--- src/inc/qup_pkg.sv ---
package qup_pkg;
  localparam int NCH = 4;
  localparam int LCR_IRQ_EN_BIT = 3;
  localparam int LCR_IR_SEL_BIT = 6;
  localparam logic [7:0] LCR_RESET = 8'h00;
  localparam logic [7:0] IER_RESET = 8'h00;
  localparam logic [2:0] ADDR_IER = 3'h1;
  localparam logic [2:0] ADDR_ISR = 3'h2;
  localparam logic [2:0] ADDR_LCR = 3'h4;
  localparam logic [2:0] ADDR_SCR = 3'h7;
  localparam logic [7:0] ISR_NONE = 8'h01;
  typedef struct packed {
    logic [7:0] lcr;
    logic [7:0] irq_enable_reg;
    logic [7:0] scr;
  } qup_chan_t;
  typedef enum logic [1:0] {
    QUP_IDLE = 2'b00,
    QUP_RD = 2'b01,
    QUP_WR = 2'b10
  } qup_state_t;
endpackage

--- src/core/qup_top.sv ---
`timescale 1ns/1ps
module qup_top
  import qup_pkg::*;
(
  input wire logic mclk,
  input wire logic rstn,
  input wire logic reset_pin,
  input wire logic mode_intel,
  input wire logic irq_output_force,
  input wire logic rd_strobe_n,
  input wire logic wr_strobe_n,
  input wire logic [NCH-1:0] cs_n,
  input wire logic [2:0] addr,
  input wire logic [7:0] data_in,
  input wire logic [NCH-1:0] irq_cond,
  input wire logic [NCH-1:0] tx_serial,
  input wire logic [NCH-1:0] tx_enable,
  input wire logic music_clock_in,
  input wire logic music_clock_present,
  input wire logic rx_in_ch3,
  output logic [7:0] data_out,
  output logic data_oe,
  output logic [NCH-1:0] irq_out,
  output logic [NCH-1:0] irq_oe,
  output logic irq_comb_out,
  output logic irq_comb_oe,
  output logic [NCH-1:0] infrared_tx_out,
  output logic [NCH-1:0] modem_tx_out,
  output logic tx_out_ch3,
  output logic rx_ch3_data,
  output logic uart_in_reset
);
  // ------------------------------------------------------------
  // Reset release and pin synchronisers.
  // ------------------------------------------------------------
  logic rs1_q;
  logic rs2_q;
  logic rst_n;
  always_ff @(posedge mclk or negedge rstn)
  begin
    if (!rstn)
    begin
      rs1_q <= 1'b0;
      rs2_q <= 1'b0;
    end
    else
    begin
      rs1_q <= 1'b1;
      rs2_q <= rs1_q;
    end
  end
  assign rst_n = rs2_q;

  localparam int SW = 19 + 4 * NCH;
  logic [SW-1:0] s_raw;
  logic [SW-1:0] s_q;
  assign s_raw = {reset_pin, mode_intel, irq_output_force, rd_strobe_n, wr_strobe_n,
                  music_clock_in, music_clock_present, rx_in_ch3, addr, data_in, cs_n,
                  irq_cond, tx_serial, tx_enable};
  qup_sync #(.W(SW)) u_sync (.mclk(mclk), .rst_n(rst_n), .d(s_raw), .q(s_q));

  logic rp_s, intel_s, force_s, rd_s, wr_s, mclk_s, mpres_s, rx3_s;
  logic [2:0] addr_s;
  logic [7:0] data_s;
  logic [NCH-1:0] cs_s, cond_s, txs_s, txe_s;
  assign {rp_s, intel_s, force_s, rd_s, wr_s, mclk_s, mpres_s, rx3_s, addr_s, data_s, cs_s,
          cond_s, txs_s, txe_s} = s_q;

  // ------------------------------------------------------------
  // Device reset follows the bus mode polarity.
  // ------------------------------------------------------------
  logic dev_rst;
  assign dev_rst = intel_s ? rp_s : !rp_s;

  // ------------------------------------------------------------
  // Strobe decode and register file.
  // ------------------------------------------------------------
  logic rd_n_q, rd_n_d, wr_n_q, wr_n_d;
  logic rd_evt, wr_evt, rd_act;
  qup_chan_t [NCH-1:0] ch_q;
  qup_chan_t [NCH-1:0] ch_d;
  logic [7:0] dout_q, dout_d;
  logic doe_q, doe_d;
  logic [7:0] rd_mux;
  logic [1:0] sel;
  logic sel_ok;

  always_comb
  begin
    rd_n_d = rd_s;
    wr_n_d = wr_s;
    sel = 2'h0;
    sel_ok = 1'b0;
    for (int i = 0; i < NCH; i++)
    begin
      if (!cs_s[i] && !sel_ok)
      begin
        sel = 2'(i);
        sel_ok = 1'b1;
      end
    end
    // In the alternative mode the write pin is the read/write select,
    // high for read; the read strobe pin is the data strobe.
    if (intel_s)
    begin
      rd_evt = rd_n_q && !rd_s;
      wr_evt = wr_n_q && !wr_s;
      rd_act = !rd_s;
    end
    else
    begin
      rd_evt = !rd_n_q && rd_s && wr_s;
      wr_evt = rd_n_q && !rd_s && !wr_s;
      rd_act = wr_s && !rd_s;
    end
    rd_evt = rd_evt && sel_ok;
    wr_evt = wr_evt && sel_ok;
    unique case (addr_s)
      ADDR_IER: rd_mux = ch_q[sel].irq_enable_reg;
      ADDR_ISR: rd_mux = (cond_s[sel] && ch_q[sel].irq_enable_reg != 8'h00) ? 8'h00 : ISR_NONE;
      ADDR_LCR: rd_mux = ch_q[sel].lcr;
      ADDR_SCR: rd_mux = ch_q[sel].scr;
      default: rd_mux = 8'h00;
    endcase
    ch_d = ch_q;
    if (wr_evt)
    begin
      unique case (addr_s)
        ADDR_IER: ch_d[sel].irq_enable_reg = data_s;
        ADDR_LCR: ch_d[sel].lcr = data_s;
        ADDR_SCR: ch_d[sel].scr = data_s;
        default: ch_d[sel].scr = ch_q[sel].scr;
      endcase
    end
    dout_d = rd_evt ? rd_mux : dout_q;
    doe_d = rd_act && sel_ok;
  end

  always_ff @(posedge mclk or negedge rst_n)
  begin
    if (!rst_n)
    begin
      rd_n_q <= 1'b1;
      wr_n_q <= 1'b1;
      dout_q <= 8'h00;
      doe_q <= 1'b0;
      for (int i = 0; i < NCH; i++)
      begin
        ch_q[i] <= '{lcr: LCR_RESET, irq_enable_reg: IER_RESET, scr: 8'h00};
      end
    end
    else if (dev_rst)
    begin
      rd_n_q <= 1'b1;
      wr_n_q <= 1'b1;
      dout_q <= 8'h00;
      doe_q <= 1'b0;
      for (int i = 0; i < NCH; i++)
      begin
        ch_q[i] <= '{lcr: LCR_RESET, irq_enable_reg: IER_RESET, scr: 8'h00};
      end
    end
    else
    begin
      rd_n_q <= rd_n_d;
      wr_n_q <= wr_n_d;
      dout_q <= dout_d;
      doe_q <= doe_d;
      ch_q <= ch_d;
    end
  end
  assign data_out = dout_q;
  assign data_oe = doe_q;

  // ------------------------------------------------------------
  // Interrupt and serial output stage.
  // ------------------------------------------------------------
  logic [NCH-1:0] irq_q, irq_d, ioe_q, ioe_d, irt_q, irt_d, mtx_q, mtx_d;
  logic ic_oe_q, ic_oe_d, tx3_q, tx3_d, rx3_q, rx3_d, urst_q, urst_d;
  logic [NCH-1:0] pend;
  logic [NCH-1:0] lcr_en;

  for (genvar g = 0; g < NCH; g++)
  begin : g_ch
    assign lcr_en[g] = ch_q[g].lcr[LCR_IRQ_EN_BIT];
    always_comb
    begin
      pend[g] = cond_s[g] && (ch_q[g].irq_enable_reg != 8'h00);
      if (force_s && intel_s)
        ioe_d[g] = 1'b1;
      else
        ioe_d[g] = intel_s && ch_q[g].lcr[LCR_IRQ_EN_BIT];
      irq_d[g] = ioe_d[g] && pend[g];
      if (txe_s[g] && ch_q[g].lcr[LCR_IR_SEL_BIT])
      begin
        irt_d[g] = !txs_s[g];
        mtx_d[g] = 1'b1;
      end
      else
      begin
        irt_d[g] = 1'b0;
        mtx_d[g] = txe_s[g] ? txs_s[g] : 1'b1;
      end
    end
  end

  always_comb
  begin
    ic_oe_d = !intel_s && (|pend);
    tx3_d = mpres_s ? mclk_s & mtx_d[2] : mtx_d[2];
    rx3_d = rx3_s;
    urst_d = dev_rst;
  end

  always_ff @(posedge mclk or negedge rst_n)
  begin
    if (!rst_n)
    begin
      irq_q <= '0;
      ioe_q <= '0;
      irt_q <= '0;
      mtx_q <= '1;
      ic_oe_q <= 1'b0;
      tx3_q <= 1'b1;
      rx3_q <= 1'b1;
      urst_q <= 1'b1;
    end
    else if (dev_rst)
    begin
      irq_q <= '0;
      ioe_q <= '0;
      irt_q <= '0;
      mtx_q <= '1;
      ic_oe_q <= 1'b0;
      tx3_q <= 1'b1;
      rx3_q <= 1'b1;
      urst_q <= 1'b1;
    end
    else
    begin
      irq_q <= irq_d;
      ioe_q <= ioe_d;
      irt_q <= irt_d;
      mtx_q <= mtx_d;
      ic_oe_q <= ic_oe_d;
      tx3_q <= tx3_d;
      rx3_q <= rx3_d;
      urst_q <= urst_d;
    end
  end
  assign irq_out = irq_q;
  assign irq_oe = ioe_q;
  assign irq_comb_out = 1'b0;
  assign irq_comb_oe = ic_oe_q;
  assign infrared_tx_out = irt_q;
  assign modem_tx_out = mtx_q;
  assign tx_out_ch3 = tx3_q;
  assign rx_ch3_data = rx3_q;
  assign uart_in_reset = urst_q;

  // ------------------------------------------------------------
  // Checks.
  // ------------------------------------------------------------
  a_force_drives: assert property (@(posedge mclk) disable iff (!rst_n)
    (intel_s && force_s && !dev_rst) |=> (irq_oe == '1))
    else $error("forced interrupts not driven");
  a_lcr_enable: assert property (@(posedge mclk) disable iff (!rst_n)
    (intel_s && !force_s && !dev_rst) |=> (irq_oe == $past(lcr_en)))
    else $error("interrupt enable mismatch");
  a_alt_no_drive: assert property (@(posedge mclk) disable iff (!rst_n)
    (!intel_s) |=> (irq_oe == '0))
    else $error("channel interrupts driven in alternative mode");
  a_float_low: assert property (@(posedge mclk) disable iff (!rst_n)
    (irq_out & ~irq_oe) == '0)
    else $error("undriven interrupt high");
  a_read_data: assert property (@(posedge mclk) disable iff (!rst_n)
    (rd_evt && !dev_rst) |=> (data_out == $past(rd_mux)))
    else $error("read data wrong");
  a_write_load: assert property (@(posedge mclk) disable iff (!rst_n)
    (wr_evt && !dev_rst && addr_s == ADDR_SCR) |=> (ch_q[$past(sel)].scr == $past(data_s)))
    else $error("write not loaded");
  a_comb_irq: assert property (@(posedge mclk) disable iff (!rst_n)
    (!intel_s && (|pend) && !dev_rst) |=> irq_comb_oe)
    else $error("combined request not asserted");
  a_comb_low: assert property (@(posedge mclk) disable iff (!rst_n)
    irq_comb_out == 1'b0)
    else $error("combined request drives high");
  a_ir_reset: assert property (@(posedge mclk) disable iff (!rst_n)
    dev_rst |=> (infrared_tx_out == '0 && uart_in_reset))
    else $error("infrared not low in reset");
  a_reset_serial: assert property (@(posedge mclk) disable iff (!rst_n)
    dev_rst |=> (modem_tx_out == '1 && rx_ch3_data && tx_out_ch3))
    else $error("serial pins not idle in reset");
endmodule

--- src/core/qup_sync.sv ---
`timescale 1ns/1ps
module qup_sync
  import qup_pkg::*;
#(
  parameter int W = 1
)
(
  input wire logic mclk,
  input wire logic rst_n,
  input wire logic [W-1:0] d,
  output logic [W-1:0] q
);
  logic [W-1:0] s1_q;
  logic [W-1:0] s2_q;
  always_ff @(posedge mclk or negedge rst_n)
  begin
    if (!rst_n)
    begin
      s1_q <= '0;
      s2_q <= '0;
    end
    else
    begin
      s1_q <= d;
      s2_q <= s1_q;
    end
  end
  assign q = s2_q;
endmodule

--- config.mk ---
export PLATFORM = sky130hd
export DESIGN_NAME = qup_top
export DESIGN_NICKNAME = d
export VERILOG_FILES = /design/src/inc/qup_pkg.sv /design/src/core/qup_top.sv /design/src/core/qup_sync.sv
export SDC_FILE = /design/constraint.sdc
export NUM_CORES = 1
export LEC_CHECK = 0
export ABC_AREA = 1
export BUFFER_PORTS_ARGS = -buffer_cell sky130_fd_sc_hd__clkbuf_2
export CAP_MARGIN = 20
export CELL_PAD_IN_SITES_DETAIL_PLACEMENT = 1
export CELL_PAD_IN_SITES_GLOBAL_PLACEMENT = 2
export CORE_AREA = 10 10 168 170
export CTS_CLUSTER_SIZE = 12
export DETAILED_ROUTE_END_ITERATION = 7
export DIE_AREA = 0 0 178 180
export GPL_ROUTABILITY_DRIVEN = 0
export PLACE_DENSITY_LB_ADDON = 0.1
export REMOVE_ABC_BUFFERS = 1
export SLEW_MARGIN = 20
export SYNTH_ARGS = -nofsm -noshare
export SYNTH_HDL_FRONTEND = slang
export SYNTH_SLANG_ARGS = --single-unit
--- constraint.sdc ---
create_clock -name mclk -period 7.15 [get_ports mclk]
set_clock_uncertainty 0.05 [all_clocks]
set_input_delay 1.43 -clock mclk [delete_from_list [all_inputs] [get_ports mclk]]
set_output_delay 1.43 -clock mclk [all_outputs]
set_load 0.05 [all_outputs]
# After elaboration in Yosys (flattened, before gate mapping)

Cells that the tools add are included.

Register bits: 199
Output and inout bits: 30

Magnitude comparators: 2
Equality and inequality tests: 4
Muxes and demuxes: 60
Bitwise gates (word level): 1
Reduce and logical (&&, ||, !) cells: 54

Operator list:

| cell                                                                         | count |
|---|---|
| 96-bit bitwise mux                                                           | 4 |
| 96-bit case mux with 3 select lines                                          | 1 |
| 96-bit two-way mux                                                           | 2 |
| 24-bit demux with 2-bit select                                               | 3 |
| 24-bit binary-select mux with 2-bit select                                   | 1 |
| 24-bit two-way mux                                                           | 2 |
| 8-bit nonzero test                                                           | 5 |
| 1-bit two-way mux                                                            | 35 |
| 1-bit logical AND                                                            | 32 |
| 8-bit case mux with 4 select lines                                           | 1 |
| 8-bit two-way mux                                                            | 3 |
| 16-bit two-way mux                                                           | 1 |
| 4-bit two-way mux                                                            | 4 |
| 1-bit logical NOT                                                            | 14 |
| 3-bit == test, second input constant                                         | 2 |
| 2-bit two-way mux                                                            | 2 |
| 2-bit nonzero test                                                           | 2 |
| 4-bit OR reduction                                                           | 1 |
| 3-bit by 1-bit == test with 1-bit output, second input constant              | 1 |
| 3-bit by 2-bit == test with 1-bit output, second input constant              | 1 |
| 2-bit by 3-bit less-than comparator with 1-bit output, second input constant | 1 |
| 1-bit binary-select mux with 2-bit select                                    | 1 |
| 2-bit by 1-bit >= comparator with 1-bit output, second input constant        | 1 |
| 1-bit bitwise AND                                                            | 1 |

# Longest topological paths before layout

Depth in word-level cells: 17
Gate-level depth with buffers: 16
Mapped depth without buffers: 16

# Hierarchy

Synthesis repeated with hierarchy kept, for this count alone.

Cell total of the unflattened synthesis: 1065
Area total of the unflattened synthesis: 9467.8 µm²

By module, submodules not included:

| module   | times used | cells an instance | area each (µm²) | sequential area each (µm²) |
|---|---|---|---|---|
| qup_top  | 1          | 995               | 7716.2          | 3239.4 |
| qup_sync | 1          | 70                | 1751.7          | 1751.7 |

# Least setup slack after synthesis

OpenSTA, ideal clock, no wires.

Path kind: reg2out
Start: register mtx_q[0], in the netlist modem_tx_out[0]
End: output port modem_tx_out[0]
Data arrival time: 0.656 ns
Data required time: 5.670 ns
Path slack: 5.014 ns
Cell stages (with the launch flop): 1
Path buffers: 0
Cell sequence: dfstp_2

RTL lines:

| what                   | RTL line       | source |
|---|---|---|
| start, declared        | qup_top.sv:178 | `logic [NCH-1:0] irq_q, irq_d, ioe_q, ioe_d, irt_q, irt_d, mtx_q, mtx_d;` |
| start signal, assigned | qup_top.sv:244 | `mtx_q <= mtx_d;` |
| end, declared          | qup_top.sv:28  | `output logic [NCH-1:0] modem_tx_out,` |

No word-level cell between the ends.

# Worst setup path after layout

Start: register u_sync.s2_q[25], in the netlist u_sync.q[25]
End: register ch_q[78] (netlist name)

Word-level cells in the longest chain between the ends: 4
Elaborated cells between the ends (all ways): 6
Classes of those cells: eq/ne: 3; mux: 3

RTL lines:

| what                                                                             | RTL line       | source |
|---|---|---|
| start, declared                                                                  | qup_sync.sv:14 | `logic [W-1:0] s2_q;` |
| start signal, assigned                                                           | qup_sync.sv:25 | `s2_q <= s1_q;` |
| 3-bit == test / 3-bit by 1-bit == test with 1-bit output (equally long branches) | qup_top.sv:128 | `unique case (addr_s)` |
| 96-bit case mux with 3 select lines *                                            | qup_top.sv:128 |  |
| 96-bit two-way mux *                                                             | qup_top.sv:126 | `if (wr_evt)` |
| 96-bit two-way mux *                                                             | qup_top.sv:152 | `else if (dev_rst)` |
| end signal, assigned by index                                                    | qup_top.sv:149 | `ch_q[i] <= '{lcr: LCR_RESET, irq_enable_reg: IER_RESET, scr: 8'h00};` |
| end signal, assigned by index                                                    | qup_top.sv:160 | `ch_q[i] <= '{lcr: LCR_RESET, irq_enable_reg: IER_RESET, scr: 8'h00};` |
| end signal, assigned                                                             | qup_top.sv:169 | `ch_q <= ch_d;` |
| end, declared                                                                    | qup_top.sv:80  | `qup_chan_t [NCH-1:0] ch_q;` |

Every way passes the cells marked *; elsewhere a longest branch is shown, timed or not. The select of a mux whose other input is x is not followed.
A chain may end at the register's enable or synchronous reset.

==> flow_summary.ini <==
[timing]
grt_setup_unrepaired = no
timing.fmax_mhz = 225.1
timing.final.hold_violations = 0
setup_viol_count_final = 0
period_needed_ns = 4.443
worst_slack_ns = 2.707
period_share = 0.6214
worst_pin_slew_ns = 1.069
final-max-slew-violation-count = 0
setup_tns_ns = 0
maxSlewHeadroom = 0.2800

[critical_path]
worst_setup_path_start_kind = register
worst_r2r_path_depth = 14
critPathMaxFanout = 57
critical-path-max-stage-delay_ns = 0.64
worst-r2r-setup-slack_ns = 2.71
critical_path.most_common_cell = sky130_fd_sc_hd__inv_2
worst_r2r_endpoint = ch_q[78]$_DFFE_PN0P_
cp_num_buf_inv = 6
timing.critical_path.arrival_ns = 4.75
crit_path_top_delay_cell = sky130_fd_sc_hd__buf_4
critical_path.endpoint_type = register
critPathRequiredTime_ns = 7.46
crit_chain = inv_1 -> nand3_4 -> nand2_4 -> inv_2 -> nand2_4 -> inv_2 -> o21ai_4 -> buf_4 -> a21oi_1 -> inv_2 -> nand2_1 -> inv_2 -> nand3_1 -> o21ai_0
regToRegStartpoint = u_sync.q[25]$_DFF_PN0_
critical-path-top-delay-family = buffers and inverters
setup.worst_path.class = reg -> reg

[drt]
wire_length_after_detailed_routing_um = 33020
drt.antenna.violating_nets = 0
remaining_drc_errors = 0
drt_iter0_drc = 764
dr_total_vias = 8119
detail_route.vias_per_cell = 5.678
detail_route.first_pass.iterations = 5
wl_per_cell_um = 23.09

[final_layout]
final_cell_mix = 189 x sky130_fd_sc_hd__dfrtp_1, 152 x sky130_fd_sc_hd__o21ai_0, 133 x sky130_fd_sc_hd__inv_1
final_nets = 1124
ff_latch_area_um2 = 4995
final_common_cell = sky130_fd_sc_hd__dfrtp_1
nFillCells = 2933
antenna_cells = 0
instances_no_fill = 1430
area.growth.synth_to_final_pct = 13.42
multi_input_comb_area_um2 = 3478
post_route_cells_drive_above_1_share = 0.1355
fin_util = 0.4239

[clock_tree]
path_clk_slew_ns = 0.09
holdBufCountCts = 0
post_cts_resize_count = 0
cts_buffer_depth = 2
clkLatencyLatePin_ns = 0.46
cts_tree = done
cts_buffers = 17
post_cts_buffers = 0
cts_sinks = 199
clock_root_buffer = sky130_fd_sc_hd__clkbuf_16
cts_htree_levels = 4

[grt]
grt_pass1_wl_um = 52110
grt-ovfl-total = 0
grt_max_degree = 60
grt_antenna_before_repair = 1
first_global_vias = 8507
track_usage = 0.2090

[floorplanning]
die_y_um = 180
chipWidth_um = 178
standard_cell_row_count = 58
core_region_area_um2 = 24890
die_area_um2 = 32040
floorplan.io_pins = 67
floorplan.initialDensity = 0.3737

[place]
placed_cells_incl_taps = 1397
portBuffers = 65
dpl_worst_slack_ns = 2.750
hpwlAfterDp_um = 22290

[job]
maxCapViolCount = 0

[hold_path]
min-delay-path-class = reg -> async

[yosys]
synthesis.area_per_instance_um2 = 8.851
cell_area_after_synthesis_um2 = 9303
ys.warnings.count = 0
ys_seq_area_frac = 0.5365
syn-instance-count = 1051
ys_seq_elements = 199
number_of_unique_standard_cell_types_used_by_synthesis = 35

[pwr]
static-leakage-power_nw = 4.554
power.density_cell_area_nw_per_um2 = 243.2
vdd_drop_max_uv = 173.3

[status]
status = complete, no violations
-- layer usage --
| metal | vias up | track usage | wire (um) |
|---|---|---|---|
| li1 | 3784 | - | - |
| met1 | 4120 | 0.2885 | 15570 |
| met2 | 180 | 0.3326 | 15640 |
| met3 | 35 | 0.03500 | 1236 |
| met4 | 0 | 0.05203 | 569 |
| met5 | - | 0 | 0 |
-- cells in the mapped netlist --
cell                       number  area (um^2)
sky130_fd_sc_hd__or2_2          4        25.02
sky130_fd_sc_hd__a211oi_1       4        30.03
sky130_fd_sc_hd__o31ai_1        1        7.510
sky130_fd_sc_hd__nand3_4        1        17.52
sky130_fd_sc_hd__dfrtp_1      190         4755
sky130_fd_sc_hd__o21a_1         2        15.01
sky130_fd_sc_hd__buf_1          6        22.52
sky130_fd_sc_hd__nand2_2        1        6.260
sky130_fd_sc_hd__o21ai_4        1        16.27
sky130_fd_sc_hd__inv_1        133        499.2
sky130_fd_sc_hd__conb_1         2        7.510
sky130_fd_sc_hd__nor2_1        61        229.0
sky130_fd_sc_hd__nor2_2         1        6.260
sky130_fd_sc_hd__o211ai_1      12        90.09
sky130_fd_sc_hd__a32oi_1        9        78.83
sky130_fd_sc_hd__nand2_4        2        22.52
sky130_fd_sc_hd__a21oi_1       53        265.3
sky130_fd_sc_hd__dfstp_2        9        236.5
sky130_fd_sc_hd__o32ai_1       11        96.34
sky130_fd_sc_hd__buf_4          3        22.52
sky130_fd_sc_hd__nand4_1       15        93.84
sky130_fd_sc_hd__clkinv_1       3        11.26
sky130_fd_sc_hd__nand2_1       92        345.3
sky130_fd_sc_hd__a22oi_1       18        135.1
sky130_fd_sc_hd__buf_2         18        90.09
sky130_fd_sc_hd__and2_1         1        6.260
sky130_fd_sc_hd__inv_2         14        52.55
sky130_fd_sc_hd__nor3_1         1        5.000
sky130_fd_sc_hd__o22ai_1      101        631.9
sky130_fd_sc_hd__nand3_1       50        250.2
sky130_fd_sc_hd__clkbuf_1      36        135.1
sky130_fd_sc_hd__o221ai_1      27        236.5
sky130_fd_sc_hd__o21ai_1       14        70.07
sky130_fd_sc_hd__o21ai_0      152        760.7
sky130_fd_sc_hd__nand3_2        3        30.03
-- worst reg2reg max path: stages, from the launching register on --
cell and delay, ns:
sky130_fd_sc_hd__dfrtp_1 0.40, sky130_fd_sc_hd__inv_1 0.15, sky130_fd_sc_hd__nand3_4 0.41, sky130_fd_sc_hd__nand2_4 0.39
sky130_fd_sc_hd__inv_2 0.22, sky130_fd_sc_hd__nand2_4 0.38, sky130_fd_sc_hd__inv_2 0.33, sky130_fd_sc_hd__o21ai_4 0.59
sky130_fd_sc_hd__buf_4 0.64, sky130_fd_sc_hd__a21oi_1 0.16, sky130_fd_sc_hd__inv_2 0.18, sky130_fd_sc_hd__nand2_1 0.09
sky130_fd_sc_hd__inv_2 0.18, sky130_fd_sc_hd__nand3_1 0.10, sky130_fd_sc_hd__o21ai_0 0.10
-- metrics by stage --
step / total power [W] / cell area [um^2] / hold slack [ns]
6_report: 0.002566 / 10550 / 0.2583
5_1_grt: 0.002674 / 10550 / 0.3136
4_1_cts: 0.002585 / 10520 / 0.2801
3_5_place_dp: 0.001537 / 9879 / 0.2713
3_3_place_gp: 0.001533 / 9879 / 0.2694
2_1_floorplan: 0.001403 / 9032 / 0.2812
-- worst max path at each step --
stage / end / slack, ns / depth (start not counted) / start
3_5_place_dp: ch_q[75]$_DFFE_PN0P_ / 2.75 / 14 / u_sync.q[25]$_DFF_PN0_
4_1_cts: ch_q[75]$_DFFE_PN0P_ / 2.69 / 14 / u_sync.q[25]$_DFF_PN0_
3_3_place_gp: ch_q[73]$_DFFE_PN0P_ / 2.87 / 14 / u_sync.q[25]$_DFF_PN0_
2_1_floorplan: ch_q[0]$_DFFE_PN0P_ / 1.16 / 0 / rs2_q$_DFF_PN0_
5_1_grt: ch_q[50]$_DFFE_PN0P_ / 2.36 / 14 / u_sync.q[25]$_DFF_PN0_
6_report: ch_q[78]$_DFFE_PN0P_ / 2.71 / 14 / u_sync.q[25]$_DFF_PN0_
-- power breakdown --
| part | total (W) | switching, W | internal (W) |
|---|---|---|---|
| registers | 0.00120 | 0.0000295 | 0.00117 |
| logic | 0.000317 | 0.000242 | 0.0000749 |
| clock network | 0.00105 | 0.000552 | 0.000499 |
-- layout make-up --
class / count / area share
flip-flops and latches: 199 / 0.4734
repair buffers: 80 / 0.04340
well taps: 330 / 0.03913
clock inverters: 14 / 0.01945
multi-input cells: 639 / 0.3297
inverters: 150 / 0.05336
clock buffers: 18 / 0.04162
-- cells by family after synthesis --
family	Yosys count	share of synthesized area
DFF	199	0.5365
other	2	0.0008073
AOI/OAI and AO/OA	405	0.2616
buffers and inverters	213	0.08958
and+or+nand+nor	232	0.1115
-- registers in the layout (all words and copies together) (netlist names), 4 cells and up --
name,cells
data_out,8
u_sync.s1_q,35
irq_out,4
ch_q,96
irq_oe,4
infrared_tx_out,4
modem_tx_out,4
u_sync.q,35
(Power assumes the default switching activity.)
